File: config.mk
export PLATFORM = sky130hd
export DESIGN_NAME = pfs_status_reg
export DESIGN_NICKNAME = d
export VERILOG_FILES = /design/src/pfs_pkg.sv /design/src/pfs_sticky_flag.sv /design/src/pfs_irq_gate.sv /design/src/pfs_status_reg.sv
export VERILOG_INCLUDE_DIRS = /design/src
export SDC_FILE = /design/constraint.sdc
export NUM_CORES = 1
export LEC_CHECK = 0
export ABC_AREA = 1
export BUFFER_PORTS_ARGS = -buffer_cell sky130_fd_sc_hd__buf_2
export CAP_MARGIN = 5
export CORE_UTILIZATION = 30
export DETAILED_ROUTE_END_ITERATION = 7
export GPL_TIMING_DRIVEN = 0
export PLACE_DENSITY = 0.66
export SLEW_MARGIN = 10
export SYNTH_ARGS = -nofsm -noshare
export SYNTH_HDL_FRONTEND = slang
export SYNTH_HIERARCHICAL = 1
export SYNTH_SLANG_ARGS = --single-unit
File: constraint.sdc
create_clock -name mclk_i -period 0.8 [get_ports mclk_i]
set_input_delay 0.08 -clock mclk_i [delete_from_list [all_inputs] [get_ports mclk_i]]
set_output_delay 0.08 -clock mclk_i [all_outputs]
set_load 0.1 [all_outputs]
File: src/pfs_defs.svh
// constants for the function status register block
`ifndef PFS_DEFS_SVH
`define PFS_DEFS_SVH

`define PFS_STATUS_OFFSET 8'h06
`define PFS_STATUS_RESET  16'h0230
`define PFS_BIT_PAR_DET   15
`define PFS_BIT_SERR_OUT  14
`define PFS_BIT_MSTR_ABT  13
`define PFS_BIT_TABORT_R  12
`define PFS_BIT_TABORT_S  11
`define PFS_DEVSEL_HI     10
`define PFS_DEVSEL_LO     9
`define PFS_DEVSEL_MEDIUM 2'h1
`define PFS_BIT_MDPAR     8
`define PFS_BIT_FBB       7
`define PFS_BIT_USR_FEAT  6
`define PFS_BIT_HICLK     5
`define PFS_BIT_CAPS      4
`define PFS_BIT_INTSTAT   3

`endif

File: src/pfs_pkg.sv
// types shared by the function status register block
package pfs_pkg;

	// bus events seen in one clock, each a one-cycle pulse
	typedef struct packed {
		logic addr_parity_err;
		logic data_parity_err;
		logic serr_signaled;
		logic master_abort_rcvd;
		logic target_abort_rcvd;
		logic target_abort_sent;
		logic perr_seen;
		logic was_bus_master;
	} pfs_event_s;

	// configuration write toward the register
	typedef struct packed {
		logic        wr;
		logic [7:0]  addr;
		logic [1:0]  be;
		logic [15:0] data;
	} pfs_cfg_wr_s;

	typedef enum logic [1:0] {
		PFS_IRQ_IDLE,
		PFS_IRQ_ASSERT
	} pfs_irq_e;

endpackage

File: src/pfs_sticky_flag.sv
// one sticky error flag: hardware sets, write of 1 clears, set wins
`timescale 1ns/1ps
module pfs_sticky_flag (
	input  wire logic mclk_i,
	input  wire logic arst_n_i,
	input  wire logic set_i,
	input  wire logic clr_i,
	output logic      flag_o
);
	always_ff @(posedge mclk_i or negedge arst_n_i) begin
		if (!arst_n_i) begin
			flag_o <= 1'b0;
		end else if (set_i) begin
			flag_o <= 1'b1;
		end else if (clr_i) begin
			flag_o <= 1'b0;
		end
	end
endmodule // pfs_sticky_flag

File: src/pfs_irq_gate.sv
// drives the interrupt line from status and the disable control
`timescale 1ns/1ps
module pfs_irq_gate
	import pfs_pkg::*;
(
	input  wire logic mclk_i,
	input  wire logic arst_n_i,
	input  wire logic int_status_i,
	input  wire logic int_disable_i,
	output logic      intx_o
);
	pfs_irq_e state_q;

	always_ff @(posedge mclk_i or negedge arst_n_i) begin
		if (!arst_n_i) begin
			state_q <= PFS_IRQ_IDLE;
		end else begin
			case (state_q)
				PFS_IRQ_IDLE: begin
					if (int_status_i && !int_disable_i)
						state_q <= PFS_IRQ_ASSERT;
				end
				PFS_IRQ_ASSERT: begin
					if (!int_status_i || int_disable_i)
						state_q <= PFS_IRQ_IDLE;
				end
				default: state_q <= PFS_IRQ_IDLE;
			endcase
		end
	end

	assign intx_o = (state_q == PFS_IRQ_ASSERT);
endmodule // pfs_irq_gate

File: src/pfs_status_reg.sv
// function status register of the configuration header
//
// Behaviour
// - address or data parity error sets detected parity flag, bit 15
// - system error signaled while enabled sets bit 14
// - own cycle ending in master abort sets bit 13
// - own cycle ended by target abort sets bit 12
// - target abort issued as target sets bit 11
// - bits 10 to 9 read 01b, medium select timing
// - bit 8 set on perr while bus master and parity response enabled
// - bits 7, 6 and 2 to 0 read zero
// - bit 5 reads one, high clock capable
// - bit 4 reads one, capability chain present
// - bit 3 shows pending interrupt; interrupt out only when not disabled
// - interrupt status keeps tracking while disabled
// - system error output driven only while its enable is one
`timescale 1ns/1ps
`include "pfs_defs.svh"
module pfs_status_reg
	import pfs_pkg::*;
(
	input  wire logic        mclk_i,
	input  wire logic        arst_n_i,
	input  wire pfs_event_s  evt_i,
	input  wire logic        int_pending_i,
	input  wire logic        parity_response_enable_i,
	input  wire logic        system_error_enable_i,
	input  wire logic        int_disable_i,
	input  wire pfs_cfg_wr_s cfg_wr_i,
	input  wire logic        cfg_rd_i,
	input  wire logic [7:0]  cfg_rd_addr_i,
	output logic [15:0]      cfg_rd_data_o,
	output logic             intx_o,
	output logic             serr_o,
	output logic             serr_oe_o
);
	// ----------------------------------------------------------------
	// write decode
	// ----------------------------------------------------------------
	logic        hit_w;
	logic [15:0] clr_w;
	logic [15:0] set_w;
	logic [15:0] status_w;
	logic        int_status_q;
	logic        serr_q;

	function automatic logic [15:0] lane_mask(input logic [1:0] be);
		lane_mask = {{8{be[1]}}, {8{be[0]}}};
	endfunction

	assign hit_w = cfg_wr_i.wr && (cfg_wr_i.addr == `PFS_STATUS_OFFSET);
	assign clr_w = hit_w ? (cfg_wr_i.data & lane_mask(cfg_wr_i.be))
	                     : 16'h0000;

	// ----------------------------------------------------------------
	// event to set terms
	// ----------------------------------------------------------------
	always_comb begin
		set_w = 16'h0000;
		set_w[`PFS_BIT_PAR_DET]  = evt_i.addr_parity_err
		                         | evt_i.data_parity_err;
		set_w[`PFS_BIT_SERR_OUT] = evt_i.serr_signaled
		                         & system_error_enable_i;
		set_w[`PFS_BIT_MSTR_ABT] = evt_i.master_abort_rcvd;
		set_w[`PFS_BIT_TABORT_R] = evt_i.target_abort_rcvd;
		set_w[`PFS_BIT_TABORT_S] = evt_i.target_abort_sent;
		set_w[`PFS_BIT_MDPAR] = evt_i.perr_seen & evt_i.was_bus_master
		                      & parity_response_enable_i;
	end

	// ----------------------------------------------------------------
	// sticky flags
	// ----------------------------------------------------------------
	logic [5:0] flag_w;
	localparam int FIDX [6] = '{`PFS_BIT_PAR_DET, `PFS_BIT_SERR_OUT,
		`PFS_BIT_MSTR_ABT, `PFS_BIT_TABORT_R, `PFS_BIT_TABORT_S,
		`PFS_BIT_MDPAR};

	for (genvar g = 0; g < 6; g++) begin : g_flag
		pfs_sticky_flag u_flag (
			.mclk_i   (mclk_i),
			.arst_n_i (arst_n_i),
			.set_i    (set_w[FIDX[g]]),
			.clr_i    (clr_w[FIDX[g]]),
			.flag_o   (flag_w[g])
		);
	end

	// interrupt status follows the source regardless of the disable
	always_ff @(posedge mclk_i or negedge arst_n_i) begin
		if (!arst_n_i) begin
			int_status_q <= 1'b0;
		end else begin
			int_status_q <= int_pending_i;
		end
	end

	// ----------------------------------------------------------------
	// read value
	// ----------------------------------------------------------------
	always_comb begin
		status_w = 16'h0000;
		status_w[`PFS_BIT_PAR_DET]  = flag_w[0];
		status_w[`PFS_BIT_SERR_OUT] = flag_w[1];
		status_w[`PFS_BIT_MSTR_ABT] = flag_w[2];
		status_w[`PFS_BIT_TABORT_R] = flag_w[3];
		status_w[`PFS_BIT_TABORT_S] = flag_w[4];
		status_w[`PFS_BIT_MDPAR]    = flag_w[5];
		status_w[`PFS_DEVSEL_HI:`PFS_DEVSEL_LO] = `PFS_DEVSEL_MEDIUM;
		status_w[`PFS_BIT_HICLK]    = 1'b1;
		status_w[`PFS_BIT_CAPS]     = 1'b1;
		status_w[`PFS_BIT_INTSTAT]  = int_status_q;
	end

	// registered read data: one cycle after the read strobe
	always_ff @(posedge mclk_i or negedge arst_n_i) begin
		if (!arst_n_i) begin
			cfg_rd_data_o <= 16'h0000;
		end else if (cfg_rd_i) begin
			cfg_rd_data_o <= (cfg_rd_addr_i == `PFS_STATUS_OFFSET)
			                 ? status_w : 16'h0000;
		end
	end

	// ----------------------------------------------------------------
	// outputs
	// ----------------------------------------------------------------
	pfs_irq_gate u_irq (
		.mclk_i        (mclk_i),
		.arst_n_i      (arst_n_i),
		.int_status_i  (int_status_q),
		.int_disable_i (int_disable_i),
		.intx_o        (intx_o)
	);

	// system error driver is enabled only under its enable control
	always_ff @(posedge mclk_i or negedge arst_n_i) begin
		if (!arst_n_i) begin
			serr_q    <= 1'b0;
			serr_oe_o <= 1'b0;
		end else begin
			serr_q    <= 1'b0; // open drain: the level is always low
			serr_oe_o <= evt_i.serr_signaled & system_error_enable_i;
		end
	end
	assign serr_o = serr_q; // only the enable ever toggles the pin
endmodule // pfs_status_reg

Word level (Yosys, flattened, before mapping). Cells that the tools add are included.

Multiplexer cells: 17. Equal/unequal tests: 5. Bitwise logic cells: 5. Reductions and logical operators: 13.

Operators with widths (count): 16-bit 2-to-1 mux (2); 16-bit AND (1); 8-bit by 3-bit == test with 1-bit output (second input constant) (2); 1-bit 2-to-1 mux (12); 2-bit nonzero test (6); 2-bit 2-to-1 mux (2); 2-bit by 1-bit inequality test with 1-bit output (second input constant) (2); 2-bit one-hot mux with 2 select lines (1); 1-bit AND (3); 2-bit by 1-bit == test with 1-bit output (second input constant) (1); 1-bit logical AND (2); 1-bit zero test (2); 2-bit zero test (1); 2-bit AND reduction (1); 1-bit logical OR (1); 1-bit bitwise OR (1).

Logic and storage cells: 50. Output and inout bits: 19. Register bits after elaboration: 26. Bits of input ports: 50.

Logic depth before layout (Yosys ltp). Gate-level depths: netlist of the first run.

Word-level depth: 5. Depth in mapped cells: 7. Gate-level depth less buffers: 7.

Modules after synthesis. Netlist of the first run, hierarchy kept.

Modules (own cells, without submodules): pfs_status_reg (area an instance 593.1 um2, sequential area each 250.2 um2, instances 1, cells an instance 81); pfs_sticky_flag (area an instance 40.0 um2, sequential area each 25.0 um2, instances 6, cells an instance 5); pfs_irq_gate (area an instance 35.0 um2, sequential area each 25.0 um2, instances 1, cells an instance 3).

Worst setup path after synthesis of the first run. No wires, ideal clock.

Path type: flip-flop to output port. Start point: register, netlist name cfg_rd_data_o[9]. End point: output cfg_rd_data_o[5]. Path buffers: 1. Arrival time: 1.357 ns. Stages on the path, launching flop included: 2. Path slack: -0.637 ns. Required time: 0.720 ns. Cells stage by stage: dfrtp_1 -> buf_4.

RTL lines: to (decl) (line pfs_status_reg.sv:32) `output logic [15:0] cfg_rd_data_o,`.

Final worst setup path of the first run.
Start point: register cfg_rd_data_o[9]. End point: output cfg_rd_data_o[9].

RTL lines: from (signal assigned) (line pfs_status_reg.sv:120) `` cfg_rd_data_o <= (cfg_rd_addr_i == `PFS_STATUS_OFFSET) ``.

No word-level cell between the ends.

==> results of run 1 <==
-- worst max-delay path by stage --
stage                                      start          endpoint  slack, ns  cells past startpoint
finish              cfg_rd_data_o[9]$_DFFE_PN0P_  cfg_rd_data_o[9]      -0.38                      2
global route        cfg_rd_data_o[9]$_DFFE_PN0P_  cfg_rd_data_o[9]      -0.42                      2
CTS                 cfg_rd_data_o[9]$_DFFE_PN0P_  cfg_rd_data_o[9]      -0.39                      2
detailed placement  cfg_rd_data_o[9]$_DFFE_PN0P_  cfg_rd_data_o[9]      -0.21                      2
global placement    cfg_rd_data_o[9]$_DFFE_PN0P_  cfg_rd_data_o[9]      -0.21                      2
floorplan           cfg_rd_data_o[9]$_DFFE_PN0P_  cfg_rd_data_o[5]      -0.15                      1
-- layout make-up --
cell class | count | area, um^2
Inverter | 30 | 112.6
Fill cell | 257 | 1269
Tap cell | 31 | 38.79
Clock buffer | 4 | 26.28
Sequential cell | 17 | 457.9
Buffer | 9 | 87.58
Multi-Input combinational cell | 64 | 285.3
Timing Repair Buffer | 58 | 480.5
-- what timing repair did --
item / CTS / global route
setup endpoints to repair: 12 / 12
resized for setup: 41 / 0
endpoints found under the hold margin: 23 / 0
hold buffers: 8 / 0
-- stage by stage --
stage	hold slack (ns)	setup slack, ns	utilization (%)	instances	area, um^2
3_5_place_dp	0.01443	-0.2141	44.69	201	1232
4_1_cts	0.04965	-0.3865	53.99	213	1489
3_3_place_gp	0.01133	-0.2083	44.69	201	1232
6_report	0.05930	-0.3826	53.99	213	1489
2_1_floorplan	-0.2156	-0.1499	-	120	943.4
5_1_grt	0.07215	-0.4186	53.99	213	1489
-- cell families after synthesis --
logic type	after synthesis
buffers and inverters	39
flip-flops	17
other	1
AND/OR/NAND/NOR	57
-- cell usage after synthesis --
cell	count	area, um^2
dfrtp_1	17	425.4
nor2_1	3	11.26
buf_4	9	67.56
conb_1	1	3.750
and3_1	1	6.260
nand4_1	8	50.05
nand3_1	2	10.01
inv_1	30	112.6
or2_2	1	6.260
nand2_1	32	120.1
nor2_2	4	25.02
nor3_1	6	30.03
-- state kept, by name, summed over array words and instances (netlist names) --
name / count
u_irq/state_q: 1
cfg_rd_data_o: 8
int_status_q: 1
g_flag.u_flag/flag_o: 6
serr_oe_o: 1
-- worst register-to-register path, cell delays in order (launching register included) --
cell and delay (ns):
dfrtp_4 0.53, nand2_1 0.07, nand2_1 0.05
-- power groups by stage --
| stage | Sequential [mW] | Combinational [mW] | Clock (mW) |
|---|---|---|---|
| finish | 0.875 | 0.444 | 0.432 |
| global route | 0.877 | 0.477 | 0.505 |
| CTS | 0.875 | 0.446 | 0.462 |
| detailed placement | 0.892 | 0.403 | 0 |
| global placement | 0.892 | 0.398 | 0 |
| floorplan | 0.942 | 0.230 | 0 |
-- layer usage --
metal	up-vias	wire [um]	global-route usage [%]	part of all wire, %
met5	-	0	0	0
li1	461	-	-	-
met3	2	150	2.791	8.2
met1	340	779	14.35	43
met4	0	15	3.214	0.82
met2	57	875	22.89	48
==> impl_metrics.ini, run 1 <==
[sta]
hold_violations = 0
fin_crit_sh_pct = 147.8
rsz0062_at_grt = yes
final-setup-viol-count = 12
drv_slew = 0
fmax_ghz = 0.8456
fin_crit_ns = 1.183
fin_ws_ns = -0.3826
finClkSkew_ns = 0.003715
tns_ns = -3.012

[placed_design]
gp_congestion = 0.7061
port_buffers = 50
post-dp-hpwl_um = 1399

[die]
start_util_pct = 31.49
coreArea_um2 = 2758
dieWidth_um = 55.80
die-area_um2 = 3114
die_y_um = 55.80
ios = 69
fp-row-count = 19

[route]
viasPerCell = 4.038
drc_errors = 0
wl_per_cell_um = 8.545
first_pass_iters = 4
first_iter_violations = 17
via_count = 860
ant_nets = 0
detail_route.wirelength_um = 1820

[synthesis]
mappedNetlistArea_um2 = 868.3
yosysWarnings = 6
synth_top_family_by_area = simple AND/OR/NAND/NOR gates
yosysSeqAreaShare_pct = 48.99
synthAdderAreaFrac_pct = 0
synth-compound-area-share_pct = 0
synth_mux_area_share_pct = 0
synthXorXnorAreaFrac_pct = 0
yosysUniqueCellTypes = 12
synth-simple-area-share_pct = 29.83
synth.ff_latch_count = 17
avgSynthCellArea_um2 = 7.617
post_synth_inst_count = 114

[cells_and_area]
final_nets = 233
most-common-layout-cells = 38 x buf_2, 32 x nand2_1, 30 x inv_1
antennaDiodeCount = 0
drive_above_1_share_pct = 42.31
final_common_cell = buf_2
syn_to_final_growth_pct = 71.47

[clocking]
clk_latency_ns = 0.28
clock_sinks = 17
htreeDepth = 1
postCtsSetupBuffers = 0
root_buffer = clkbuf_4
cts_buffers = 3
cts_max_path_buffers = 2
cts_tree = done
clkTransAtPathRegs_ns = 0.09

[power_and_ir_drop]
power.leakage_nw = 0.8209
power.total_mw = 1.751
p_int_mw = 1.214
pwr-share-seq_pct = 50.0
switching_share_pct = 30.64
vdd_ir_drop_max_v = 0.0007681
p_sw_mw = 0.5365
p_clk_share_pct = 24.7
p_comb_share_pct = 25.3
powerDensity_nw_per_um2 = 1176

[global_route]
grt_max_degree = 18
grt_antenna_before_repair = 0
grt-ovfl-total = 0
first_global_vias = 753
grt_usage_pct = 12.41
grt_pass1_wl_um = 3049

[setup_path]
required_ns = 0.72
critPathMaxStageDelay_ns = 0.53
reg2reg_depth = 2
r2r-start = cfg_rd_data_o[9]$_DFFE_PN0P_
regToRegEndpoint = cfg_rd_data_o[9]$_DFFE_PN0P_
critPathBufInv = 2
regToRegSetupSlack_ns = 0.06
worstPathArrival_ns = 1.10
cp-end-kind = output port
slowest_stage = dfrtp_4
crit_path_start_kind = flip-flop
path_class = flip-flop to output port
cp_max_fo = 4
path_delay_family = flip-flops
cp_cell_sequence = buf_12 > buf_12
cpMostUsedCell = buf_12

[status]
status = complete, but fails checks
failed_checks = setup timing

[min_path]
min-delay-start = evt_i[7]
hp-class = primary input to flip-flop
min_to = g_flag[0].u_flag/flag_o$_DFFE_PN0P_
min_path_cells = 4

[job]
max-cap-violations = 0
Note: power is estimated with default switching activity, not from simulation.
==> run 2, diff against run 1 <==
--- a/config.mk
+++ b/config.mk
@@ -9,6 +9,7 @@
 export ABC_AREA = 1
 export BUFFER_PORTS_ARGS = -buffer_cell sky130_fd_sc_hd__buf_2
 export CAP_MARGIN = 5
+export CORE_ASPECT_RATIO = 0.9
 export CORE_UTILIZATION = 30
 export DETAILED_ROUTE_END_ITERATION = 7
 export GPL_TIMING_DRIVEN = 0
==> run 2 against run 1 <==
Against the previous run: the run still ends with setup timing left; highest routed layer is now met3; setup slack improved by 0.013 ns; non-clock buffer count increased by 1; via count unchanged; utilization increased by 1.2 points; register-to-register slack got worse by 0.08 ns.
==> impl_metrics.ini, run 2 (synthesis gave the netlist of run 1 again) <==
[status]
status = complete, but fails checks
failed_checks = setup timing

[clocking]
htreeDepth = 1
clkTransAtPathRegs_ns = 0.09
cts_buffers = 3
cts_tree = done
clock_sinks = 17
root_buffer = clkbuf_4
clk_latency_ns = 0.27
cts_max_path_buffers = 2

[route]
ant_nets = 0
viasPerCell = 3.857
first_iter_violations = 21
drc_errors = 0
first_pass_iters = 4
wl_per_cell_um = 8.709
via_count = 860
detail_route.wirelength_um = 1942

[die]
die-area_um2 = 3114
coreArea_um2 = 2748
start_util_pct = 31.60
die_y_um = 53.04
fp-row-count = 18
ios = 69
dieWidth_um = 58.71

[job]
max-cap-violations = 0

[min_path]
hp-class = primary input to flip-flop
min_path_cells = 4

[cells_and_area]
antennaDiodeCount = 0
fillers = 251
largest_registers = cfg_rd_data_o (8), g_flag.u_flag/flag_o (6)
stdcell_area_um2 = 1515
syn_to_final_growth_pct = 74.50
final_common_cell = buf_2
largest_register_ffs = 8
most-common-layout-cells = 38 x buf_2, 32 x nand2_1, 30 x inv_1
drive_above_1_share_pct = 42.62
final_nets = 234
final_cells = 223
regMostFlops = cfg_rd_data_o
post-route-util_pct = 55.15

[sta]
final-setup-viol-count = 13
drv_slew = 0
hold_violations = 0
fin_crit_sh_pct = 146.2
fin_crit_ns = 1.170
fin_ws_ns = -0.3698
rsz0062_at_grt = yes
finClkSkew_ns = 0.005201
fmax_ghz = 0.8549
hold-worst-slack_ns = 0.07192

[power_and_ir_drop]
vdd_ir_drop_max_v = 0.0004863
power.leakage_nw = 0.8282
powerDensity_nw_per_um2 = 1154

[placed_design]
post-dp-hpwl_um = 1422
dp.cells = 210
gp_congestion = 0.7323
port_buffers = 50
postPlaceCellArea_um2 = 1244
dp_slack_ns = -0.2216

[global_route]
grt_usage_pct = 13.15
first_global_vias = 772
grt_pass1_wl_um = 3146
grt_antenna_before_repair = 0
grt_max_degree = 18
grt-ovfl-total = 0

[setup_path]
reg2reg_depth = 3
crit_path_start_kind = flip-flop
required_ns = 0.72
slowest_stage = dfrtp_4
path_class = flip-flop to output port
critPathMaxStageDelay_ns = 0.52
worstPathArrival_ns = 1.09
cp_cell_sequence = buf_12 > buf_12
cpMostUsedCell = buf_12
cp_max_fo = 4
cp-end-kind = output port
==> run 2: path summary, 6_finish.rpt <==
check                                              start                             endpoint  slack, ns
max                         cfg_rd_data_o[9]$_DFFE_PN0P_                     cfg_rd_data_o[9]      -0.37
min                                             evt_i[7]  g_flag[0].u_flag/flag_o$_DFFE_PN0P_       0.07
max reg2reg                cfg_rd_data_o[12]$_DFFE_PN0P_        cfg_rd_data_o[12]$_DFFE_PN0P_      -0.02
min reg2reg                       int_status_q$_DFF_PN0_         u_irq/state_q[0]$_DFFE_PN0P_       0.49
max in group asynchronous                       arst_n_i        cfg_rd_data_o[11]$_DFFE_PN0P_       0.24
min in group asynchronous                       arst_n_i  g_flag[1].u_flag/flag_o$_DFFE_PN0P_       0.26
==> run 2: area by class of cell <==
| type | count | area [um^2] | share of cell area, % |
|---|---|---|---|
| timing repair buffer | 59 | 495.5 | 32.70 |
| buffer | 9 | 87.58 | 5.780 |
| tap | 40 | 50.05 | 3.303 |
| clock buffer | 4 | 26.28 | 1.734 |
| sequential | 17 | 457.9 | 30.22 |
| inverter | 30 | 112.6 | 7.432 |
| multi-input combinational | 64 | 285.3 | 18.83 |
==> run 2: per-stage QoR <==
stage / power (mW) / TNS (ns)
global placement: 1.288 / -1.904
floorplan: 1.171 / -0.7207
CTS: 1.775 / -3.084
global route: 1.854 / -3.397
finish: 1.748 / -2.968
detailed placement: 1.294 / -2.248
==> run 2: layer usage <==
layer | GRT usage [%] | part of all wire [%] | vias to the layer above
met4 | 2.381 | 0 | 0
met2 | 24.90 | 49 | 43
li1 | - | - | 461
met3 | 2.200 | 7.7 | 0
met5 | 0 | 0 | -
met1 | 15.73 | 43 | 356
==> run 2: power by group <==
part	total [mW]	switching, mW	internal (mW)
Sequential	0.876	0.00632	0.869
Combinational	0.447	0.293	0.154
Clock	0.426	0.233	0.193
==> run 2: repair_timing <==
action / CTS / global route
setup endpoints to repair: 12 / 12
gates resized for setup: 42 / 1
hold buffers: 8 / 0
endpoints found under the hold margin: 23 / 0
buffers inserted: 0 / 1
==> run 2: worst max-delay path, delay by kind of cell, from the launching register on <==
family                 cells  cell delay, ns
flip-flops                 1            0.52
buffers and inverters      2            0.29
==> run 3, diff against run 2 <==
--- a/config.mk
+++ b/config.mk
@@ -9,11 +9,10 @@
 export ABC_AREA = 1
 export BUFFER_PORTS_ARGS = -buffer_cell sky130_fd_sc_hd__buf_2
 export CAP_MARGIN = 5
-export CORE_ASPECT_RATIO = 0.9
 export CORE_UTILIZATION = 30
 export DETAILED_ROUTE_END_ITERATION = 7
 export GPL_TIMING_DRIVEN = 0
-export PLACE_DENSITY = 0.66
+export PLACE_DENSITY_LB_ADDON = 0.12
 export SLEW_MARGIN = 10
 export SYNTH_ARGS = -nofsm -noshare
 export SYNTH_HDL_FRONTEND = slang
==> run 3 against run 2 <==
Against the previous run: the flow still finishes with violations (setup timing); die area about the same; design area decreased by 0.16%; combinational power about the same; non-clock buffer count unchanged; utilization decreased by 0.29 points; routed wire length decreased by 3.5%; critical path depth unchanged; clock-buffer cell count unchanged; clock power increased by 3%; clock skew increased by 0.0022 ns; register-to-register slack about the same; total power increased by 0.69%; critical endpoint unchanged.
==> impl_metrics.ini, run 3 (synthesis gave the netlist of run 1 again) <==
[placed_design]
post-dp-hpwl_um = 1470
port_buffers = 50
dp.cells = 201
postPlaceCellArea_um2 = 1232
gp_congestion = 0.7249

[setup_path]
regToRegSetupSlack_ns = -0.02
startpoint = cfg_rd_data_o[9]$_DFFE_PN0P_
regToRegEndpoint = cfg_rd_data_o[11]$_DFFE_PN0P_
cpMostUsedCell = buf_12
crit_path_start_kind = flip-flop
path_depth = 2
worstPathArrival_ns = 1.10
cp-end-kind = output port
cp_max_fo = 4
crit_end = cfg_rd_data_o[9]
r2r-start = cfg_rd_data_o[11]$_DFFE_PN0P_
cp_cell_sequence = buf_12 > buf_12
slowest_stage = dfrtp_4
path_class = flip-flop to output port
path_delay_family = flip-flops
reg2reg_depth = 3
critPathMaxStageDelay_ns = 0.52
required_ns = 0.72
critPathBufInv = 2

[clocking]
htreeDepth = 1
clk_latency_ns = 0.28
cts_max_path_buffers = 2
cts_tree = done
cts_buffers = 3
clock_sinks = 17
clkTransAtPathRegs_ns = 0.09
root_buffer = clkbuf_4

[sta]
fin_crit_ns = 1.179
finClkSkew_ns = 0.007363
fin_ws_ns = -0.3787
final-setup-viol-count = 13
fmax_ghz = 0.8484
rsz0062_at_grt = yes
drv_slew = 0
hold_violations = 0
fin_crit_sh_pct = 147.3

[global_route]
first_global_vias = 838
grt_max_degree = 18
grt_pass1_wl_um = 3498
grt-ovfl-total = 0
grt_antenna_before_repair = 0
grt_usage_pct = 14.40

[cells_and_area]
regMostFlops = cfg_rd_data_o
final_nets = 234
largest_register_ffs = 8
antennaDiodeCount = 0
largest_registers = cfg_rd_data_o (8), g_flag.u_flag/flag_o (6)
final_cells = 214
syn_to_final_growth_pct = 74.21
fillers = 271
multiInputGateArea_um2 = 297.8
drive_above_1_share_pct = 44.26
regArea_um2 = 457.9
stdcell_area_um2 = 1513
most-common-layout-cells = 38 x buf_2, 31 x nand2_1, 30 x inv_1
final_common_cell = buf_2

[die]
fp-row-count = 19
dieWidth_um = 55.80
die_y_um = 55.80
die-area_um2 = 3114
start_util_pct = 31.49
coreArea_um2 = 2758
ios = 69

[power_and_ir_drop]
power.leakage_nw = 0.8282
vdd_ir_drop_max_v = 0.0008213
powerDensity_nw_per_um2 = 1163

[route]
first_iter_violations = 18
wl_per_cell_um = 8.762
via_count = 878
ant_nets = 0
drc_errors = 0
viasPerCell = 4.103
detail_route.wirelength_um = 1875
first_pass_iters = 4

[status]
status = complete, but fails checks
failed_checks = setup timing

[job]
max-cap-violations = 0

[min_path]
hp-class = primary input to flip-flop
==> run 3: worst reg2reg max path, cell delays in order, from the launching register on <==
cell	delay [ns]
dfrtp_4	0.51
buf_6	0.13
nand2_2	0.04
nand2_1	0.05
==> run 3: area by class of cell <==
type                       count  area share [%]
timing repair buffer          59           32.51
clock buffer                   4           1.737
tap                           31           2.564
sequential                    17           30.27
buffer                         9           5.790
multi-input combinational     64           19.69
inverter                      30           7.444
==> run 3: report_power, final <==
part           internal, mW  switching, mW  total (mW)
clock network         0.193          0.245       0.439
registers             0.869        0.00602       0.875
logic                 0.152          0.294       0.446
==> run 3: how the worst min path moves through the flow <==
stage               cells past startpoint                                  end      from
finish                                  4  g_flag[0].u_flag/flag_o$_DFFE_PN0P_  evt_i[7]
global route                            4  g_flag[0].u_flag/flag_o$_DFFE_PN0P_  evt_i[7]
CTS                                     4  g_flag[0].u_flag/flag_o$_DFFE_PN0P_  evt_i[7]
detailed placement                      1         cfg_rd_data_o[3]$_DFFE_PN0P_  arst_n_i
global placement                        1         cfg_rd_data_o[3]$_DFFE_PN0P_  arst_n_i
floorplan                               0  g_flag[0].u_flag/flag_o$_DFFE_PN0P_  arst_n_i
==> run 3: layer usage <==
metal	GRT usage, %	up-vias	routed length [um]
met5	0	-	0
met4	5.357	0	21
met3	4.419	2	123
met2	24.61	34	981
met1	16.91	381	749
li1	-	461	-
==> run 3: what timing repair did <==
action	in CTS	in global routing
pin swaps	0	1
gates resized for setup	42	4
hold endpoints to repair	23	0
endpoints found under the setup margin	12	17
hold buffers	8	0
buffers inserted	1	1
==> run 3: metrics by stage <==
step | TNS (ns) | setup slack (ns) | hold slack, ns | power [mW] | util [%]
2_1_floorplan | -0.7207 | -0.1499 | -0.2156 | 1.171 | -
3_5_place_dp | -2.341 | -0.2143 | 0.02325 | 1.296 | 44.69
4_1_cts | -3.253 | -0.3897 | 0.04825 | 1.791 | 54.40
6_report | -3.062 | -0.3787 | 0.06018 | 1.760 | 54.85
3_3_place_gp | -2.035 | -0.2094 | 0.02303 | 1.289 | 44.69
5_1_grt | -3.581 | -0.4176 | 0.05010 | 1.876 | 54.85
